<file path="src/hdl/aeu_pkg.sv">
// Purpose: constants for the add and execute unit
// Assumes: 14-bit instruction words, 8-bit data
// Notes:   opcode patterns are compared on the upper instruction bits
package aeu_pkg;
   localparam int IW = 14;
   localparam int DW = 8;
   localparam int AW = 7;
   // ------------------------------------------------------------
   // opcode fields
   // ------------------------------------------------------------
   localparam int DSEL_BIT = 7;
   localparam int OPC_MSB = 13;
   localparam int ADD_LIT_LSB = 9;
   localparam int OPC_LSB = 8;
   localparam int NW = 4;
   localparam logic [7:0] ZERO_BYTE = 8'h00;
   // literal ops: bits 13:9 for add (bit 8 free), bits 13:8 for and
   localparam logic [4:0] OP_ADD_LIT = 5'h1F;
   localparam logic [5:0] OP_AND_LIT = 6'h39;
   // file ops: bits 13:8
   localparam logic [5:0] OP_ADD_FILE = 6'h07;
   localparam logic [5:0] OP_AND_FILE = 6'h05;
   // ------------------------------------------------------------
   // reset values
   // ------------------------------------------------------------
   localparam logic [7:0] ACC_RST = 8'h00;
   localparam logic       FLAG_RST = 1'b0;
   typedef enum logic [2:0] {
      AEU_OP_NONE, AEU_OP_ADD_LIT, AEU_OP_AND_LIT, AEU_OP_ADD_FILE, AEU_OP_AND_FILE
   } aeu_op_type;
endpackage

</file>
<file path="src/hdl/aeu_core.sv">
// Purpose: execution slice for add/and literal and add/and file instructions
// Assumes: one instruction per clock when instr_valid_i is high; file data
//          for instr_i[6:0] is presented combinationally on file_rdata_i
// Notes:   other opcodes are ignored and leave acc and the flags unchanged;
//          file write-back is registered, so a file op that reads an
//          address written by the op just before sees the old value
`timescale 1ns/1ns

// Contract
// - add literal: acc plus k, flags C DC Z
// - and literal: acc and k, Z only
// - add file: acc plus file, C DC Z, one cycle
// - dest bit clear to acc, set to file
// - and file: result to dest, Z only
module aeu_core (
   // clock and reset
   input  wire logic                          clk_i,
   input  wire logic                          rst_i,
   // instruction from fetch stage
   input  wire logic                          instr_valid_i,
   input  wire logic [aeu_pkg::IW-1:0]        instr_i,
   // register file read, same clock domain
   output logic      [aeu_pkg::AW-1:0]        file_raddr_o,
   input  wire logic [aeu_pkg::DW-1:0]        file_rdata_i,
   // register file write
   output logic                               file_we_o,
   output logic      [aeu_pkg::AW-1:0]        file_waddr_o,
   output logic      [aeu_pkg::DW-1:0]        file_wdata_o,
   // architectural state
   output logic      [aeu_pkg::DW-1:0]        acc_o,
   output logic                               carry_flag_o,
   output logic                               digit_carry_flag_o,
   output logic                               zero_flag_o
);
   // ------------------------------------------------------------
   // decode
   // ------------------------------------------------------------
   aeu_pkg::aeu_op_type    op;
   logic                   is_lit;
   logic                   is_file;
   logic                   is_add;
   logic                   to_file;
   logic [aeu_pkg::DW-1:0] opnd;
   logic [aeu_pkg::DW:0]   sum;
   logic [aeu_pkg::NW:0]   nib;
   logic [aeu_pkg::DW-1:0] res;
   logic                   res_zero;
   // architectural state and its next values
   logic [aeu_pkg::DW-1:0] acc_q;
   logic [aeu_pkg::DW-1:0] acc_d;
   logic                   carry_q;
   logic                   carry_d;
   logic                   dcarry_q;
   logic                   dcarry_d;
   logic                   zero_q;
   logic                   zero_d;
   // write-back stage
   logic                   we_q;
   logic [aeu_pkg::AW-1:0] waddr_q;
   logic [aeu_pkg::DW-1:0] wdata_q;

   // add literal is matched on one bit fewer, its low opcode bit is free
   always_comb begin
      op = aeu_pkg::AEU_OP_NONE;
      if (instr_valid_i) begin
         if (instr_i[aeu_pkg::OPC_MSB:aeu_pkg::ADD_LIT_LSB] == aeu_pkg::OP_ADD_LIT) begin
            op = aeu_pkg::AEU_OP_ADD_LIT;
         end else if (instr_i[aeu_pkg::OPC_MSB:aeu_pkg::OPC_LSB] == aeu_pkg::OP_AND_LIT) begin
            op = aeu_pkg::AEU_OP_AND_LIT;
         end else if (instr_i[aeu_pkg::OPC_MSB:aeu_pkg::OPC_LSB] == aeu_pkg::OP_ADD_FILE) begin
            op = aeu_pkg::AEU_OP_ADD_FILE;
         end else if (instr_i[aeu_pkg::OPC_MSB:aeu_pkg::OPC_LSB] == aeu_pkg::OP_AND_FILE) begin
            op = aeu_pkg::AEU_OP_AND_FILE;
         end
      end
   end

   // ------------------------------------------------------------
   // operation class
   // ------------------------------------------------------------
   always_comb begin
      is_lit  = 1'b0;
      is_file = 1'b0;
      is_add  = 1'b0;
      unique case (op)
         aeu_pkg::AEU_OP_ADD_LIT: begin
            is_lit = 1'b1;
            is_add = 1'b1;
         end
         aeu_pkg::AEU_OP_AND_LIT: begin
            is_lit = 1'b1;
         end
         aeu_pkg::AEU_OP_ADD_FILE: begin
            is_file = 1'b1;
            is_add  = 1'b1;
         end
         aeu_pkg::AEU_OP_AND_FILE: begin
            is_file = 1'b1;
         end
         aeu_pkg::AEU_OP_NONE: begin
            is_lit = 1'b0;
         end
         // three spare codes of the enum can never be decoded
         default: begin
            is_lit = 1'b0;
         end
      endcase
   end

   // ------------------------------------------------------------
   // datapath
   // ------------------------------------------------------------
   // file address is always the low field so the file can read early;
   // left combinational because the file answers in the same cycle
   assign file_raddr_o = instr_i[aeu_pkg::AW-1:0];

   always_comb begin
      opnd     = is_lit ? instr_i[aeu_pkg::DW-1:0] : file_rdata_i;
      sum      = {1'b0, acc_q} + {1'b0, opnd};
      nib      = {1'b0, acc_q[aeu_pkg::NW-1:0]} + {1'b0, opnd[aeu_pkg::NW-1:0]};
      res      = is_add ? sum[aeu_pkg::DW-1:0] : (acc_q & opnd);
      res_zero = (res == aeu_pkg::ZERO_BYTE);
      to_file  = is_file && instr_i[aeu_pkg::DSEL_BIT];
   end

   // ------------------------------------------------------------
   // next state
   // ------------------------------------------------------------
   always_comb begin
      acc_d = acc_q;
      if ((op != aeu_pkg::AEU_OP_NONE) && !to_file) begin
         acc_d = res;
      end
   end

   always_comb begin
      zero_d = zero_q;
      if (op != aeu_pkg::AEU_OP_NONE) begin
         zero_d = res_zero;
      end
   end

   // carries change only on additions; and ops leave them alone
   always_comb begin
      carry_d  = carry_q;
      dcarry_d = dcarry_q;
      if (is_add) begin
         carry_d  = sum[aeu_pkg::DW];
         dcarry_d = nib[aeu_pkg::NW];
      end
   end

   // ------------------------------------------------------------
   // accumulator
   // ------------------------------------------------------------
   always_ff @(posedge clk_i or posedge rst_i) begin
      if (rst_i) begin
         acc_q <= aeu_pkg::ACC_RST;
      end else begin
         acc_q <= acc_d;
      end
   end

   // ------------------------------------------------------------
   // file write-back, registered one cycle after execute
   // ------------------------------------------------------------
   always_ff @(posedge clk_i or posedge rst_i) begin
      if (rst_i) begin
         we_q    <= 1'b0;
         waddr_q <= '0;
         wdata_q <= '0;
      end else begin
         we_q    <= to_file;
         waddr_q <= instr_i[aeu_pkg::AW-1:0];
         wdata_q <= res;
      end
   end

   // ------------------------------------------------------------
   // status flags
   // ------------------------------------------------------------
   always_ff @(posedge clk_i or posedge rst_i) begin
      if (rst_i) begin
         zero_q <= aeu_pkg::FLAG_RST;
      end else begin
         zero_q <= zero_d;
      end
   end

   always_ff @(posedge clk_i or posedge rst_i) begin
      if (rst_i) begin
         carry_q  <= aeu_pkg::FLAG_RST;
         dcarry_q <= aeu_pkg::FLAG_RST;
      end else begin
         carry_q  <= carry_d;
         dcarry_q <= dcarry_d;
      end
   end

   // ------------------------------------------------------------
   // outputs
   // ------------------------------------------------------------
   assign acc_o              = acc_q;
   assign carry_flag_o       = carry_q;
   assign digit_carry_flag_o = dcarry_q;
   assign zero_flag_o        = zero_q;
   assign file_we_o          = we_q;
   assign file_waddr_o       = waddr_q;
   assign file_wdata_o       = wdata_q;
endmodule

</file>
<file path="config.mk">
export PLATFORM = sky130hd
export DESIGN_NAME = aeu_core
export DESIGN_NICKNAME = d
export VERILOG_FILES = /design/src/hdl/aeu_pkg.sv /design/src/hdl/aeu_core.sv
export SDC_FILE = /design/constraint.sdc
export NUM_CORES = 1
export LEC_CHECK = 0
export BUFFER_PORTS_ARGS = -buffer_cell sky130_fd_sc_hd__buf_4
export CELL_PAD_IN_SITES_DETAIL_PLACEMENT = 1
export CELL_PAD_IN_SITES_GLOBAL_PLACEMENT = 1
export CORE_ASPECT_RATIO = 1.75
export CORE_MARGIN = 10
export CORE_UTILIZATION = 39
export DETAILED_ROUTE_END_ITERATION = 10
export MAX_ROUTING_LAYER = met4
export PLACE_DENSITY_LB_ADDON = 0.1
export SKIP_LAST_GASP = 1
export SYNTH_ARGS = -nofsm -noshare
export SYNTH_HDL_FRONTEND = slang
export SYNTH_SLANG_ARGS = --single-unit
</file>
<file path="constraint.sdc">
create_clock -name clk_i -period 3.4 [get_ports clk_i]
set_clock_uncertainty 0.2 [all_clocks]
set_input_delay 0.51 -clock clk_i [delete_from_list [all_inputs] [get_ports clk_i]]
set_output_delay 0.51 -clock clk_i [all_outputs]
set_load 0.02 [all_outputs]
</file>
==> results.md <==
- Register area share after synthesis: 44.8%
- Setup slack after layout: 0.143 ns
- H-Tree Depth: 1
- IO Count: 59
- Die extent in x: 67 um
- Cell Count, Final, Fillers Out: 234
- Vias in the first global route: 1476
- DR DRC count: 0
- Inst Count DP: 230
- Fraction of layout cells with a size suffix above 1: 50.5%
- FF-to-FF path depth: 9
- Placed Area: 0.00197 mm2
- Port bufs: 58
- Critical Path RT: 3.36 ns
- Overflow after GRT: 0
- Fin crit share: 95.8%
- # clock sinks: 27
- Worst Path Arrival: 3.22 ns
- Final Hold Viols: 0
- Slew margin rel.: 30.0%
- Dpl ws: -0.124 ns
- Syn Area/Cell: 11.6 um2
- Worst hold start: instr_i[5]
- Total CTS buffers: 3
- Slew Viols, Final: 0
- # fillers: 422
- Seq cells post-synth: 27
- Core ar.: 0.00366 mm2
- CTS tree: built
- Chip height: 102 um
- Min-Delay Path Depth: 1
- Mapped Area: 0.00151 mm2
- Fraction of registers with async set/reset: 100%
- FF-to-FF End: zero_flag_o$_DFFE_PP0N_
- VDD IR-drop max: 240 uV
- Unrepaired setup endpoints after global routing: yes
- Yosys Warn Count: 0
- # setup viols final: 0
- Via density: 5.29
- Storage element area: 676 um2
- Synthesized Nets: 164
- FF-to-FF Start: acc_o[0]$_DFFE_PP0P_
- First-pass GRT wire length: 6950 um
- Initial DRC Count: 35
- Pleak: 1.02 nW
- Final Critical Period: 3.26 ns
- Routed WL: 4370 um
- Max_cap viols: 0
- Nature of the critical path endpoint: flop
- Worst hold endpoint: file_waddr_o[5]$_DFF_PP0_
- Die Area: 0.00685 mm2
- # diodes: 0
- Nets: 223
- Most frequent cells in the layout: buf_4, dfrtp_1, mux2_2
- Most common cell after layout, fill and taps aside: buf_4
- CP Launch Type: input pin
- Outcome: finished clean
- Final hold slack: 0.151 ns
- Crit Path Category: in2reg
- Routed Antenna Nets: 0
- CP Max Fanout: 5
- P per Cell Area: 331 mW/mm2
- CTS clk-pin slew, worst paths: 0.10 ns
- Design area: 0.00202 mm2
- Area of the multi-input gates: 757 um2
- Row cnt: 29
- Top FF cell, synth: dfrtp_1
- Via count: 1237
- Initial Utilization: 41.1%
- Pin count of the biggest net entering global routing: 28
- Initial antenna violation count: 0
- Root buffer cell: clkbuf_8
- Final GP Congestion: 0.952
- Max Fclk: 0.307 GHz
- Worst skew pair latency: 0.27 ns
- Worst hold-check path type: in2reg
- Count of different cell masters after synthesis: 37
- Clk buf depth: 2
- Drt wl/cell: 18.7 um
- Synth Instances: 130
- Setup slack, reg-to-reg: 0.81 ns
- Worst Tran Pin Value: 1.05 ns
- Global router's overall resource usage: 13.3%
- Area grow syn2layout: 34.3%
- Pre-antenna DRT Iters: 2
- Number of synthesized flops with an enable pin: 0
- Detailed placement HPWL: 3640 um
- CTS Hold Buffers Added: 0
## cells in the mapped netlist (2+ instances only)
library cell / n / share of area (%)
o31ai_1: 2 / 1.0
nor2_1: 8 / 2.0
mux2_4: 4 / 4.0
ha_1: 8 / 6.6
o21ai_0: 5 / 1.7
xor2_1: 4 / 2.3
nand2b_1: 2 / 0.83
nor4_1: 2 / 0.83
inv_1: 4 / 1.0
buf_4: 7 / 3.5
o21ai_1: 2 / 0.66
nand2_1: 12 / 3.0
dfrtp_1: 27 / 45
mux2_2: 16 / 12
a21oi_1: 5 / 1.7
## area by class of cell
cell class	count	area share (%)
sequential	27	33.4
tap	46	2.84
clock buffer	3	2.04
multi-input combinational	90	37.4
inverter	4	0.742
clock inverter	1	0.247
timing repair buffer	63	23.4
## sequential cells by signal (all words and copies together) (netlist names)
| name | count |
|---|---|
| file_wdata_o | 8 |
| carry_flag_o | 1 |
| digit_carry_flag_o | 1 |
| zero_flag_o | 1 |
| file_waddr_o | 7 |
| file_we_o | 1 |
| acc_o | 8 |
## timing repair
action                                 in CTS  in global routing
endpoints found under the hold margin       0                  0
setup endpoints to repair                   0                  2
resized for setup                           0                  2
buffers inserted                            0                  0
## per-stage QoR
step	util [%]	setup TNS (ns)	power, W
after global routing	55.2	-0.0200	0.000702
after global placement	53.7	-0.0736	0.000489
final	55.2	0	0.000670
after floorplan	-	0	0.000428
after detailed placement	53.7	-0.414	0.000495
after CTS	55.0	0	0.000681
## critical path: stages
cell and delay, ns:
buf_4 0.13, nor2_1 0.16, nand2_1 0.09, a21oi_2 0.14, buf_4 0.14, mux2_2 0.33, ha_1 0.24, inv_1 0.09
fa_1 0.20, nand2b_1 0.17, a21oi_1 0.10, or4_1 0.41, o311ai_1 0.11, o21ai_1 0.13, mux2_2 0.28
## layer usage
metal / vias up / share of wire, % / GRT usage (%)
met5: - / 0 / -
met4: 0 / 2.1 / 5.71
met3: 8 / 5.4 / 3.18
met2: 35 / 59 / 25.8
met1: 615 / 34 / 11.4
li1: 579 / - / -
## power breakdown
group	leakage, nW	internal (W)	switching (W)
sequential	0.358	0.000334	0.00000631
clock	0.0255	0.0000822	0.000101
combinational	0.637	0.0000688	0.0000776
## worst max-delay path by stage
stage / cells after the start / startpoint / slack (ns) / to
after floorplan: 13 / instr_i[13] / 0.15 / acc_o[6]$_DFFE_PP0P_
final: 15 / instr_i[10] / 0.14 / acc_o[6]$_DFFE_PP0P_
after CTS: 15 / instr_i[10] / 0.16 / zero_flag_o$_DFFE_PP0N_
after global routing: 15 / instr_i[10] / -0.02 / acc_o[6]$_DFFE_PP0P_
after detailed placement: 15 / instr_i[10] / -0.12 / zero_flag_o$_DFFE_PP0N_
after global placement: 15 / instr_i[10] / -0.03 / zero_flag_o$_DFFE_PP0N_
## cells by family (layout without fill, tap and decap cells)
logic type	count (synthesis)	after routing	synth area share, %
compound gates	24	24	11.0
buf+inv	13	71	5.56
flops	27	27	44.8
mux	20	20	15.9
simple gates	32	32	11.8
fa+ha+maj	9	9	7.97
xor+xnor	5	5	2.90
(Power assumes the default switching activity.)
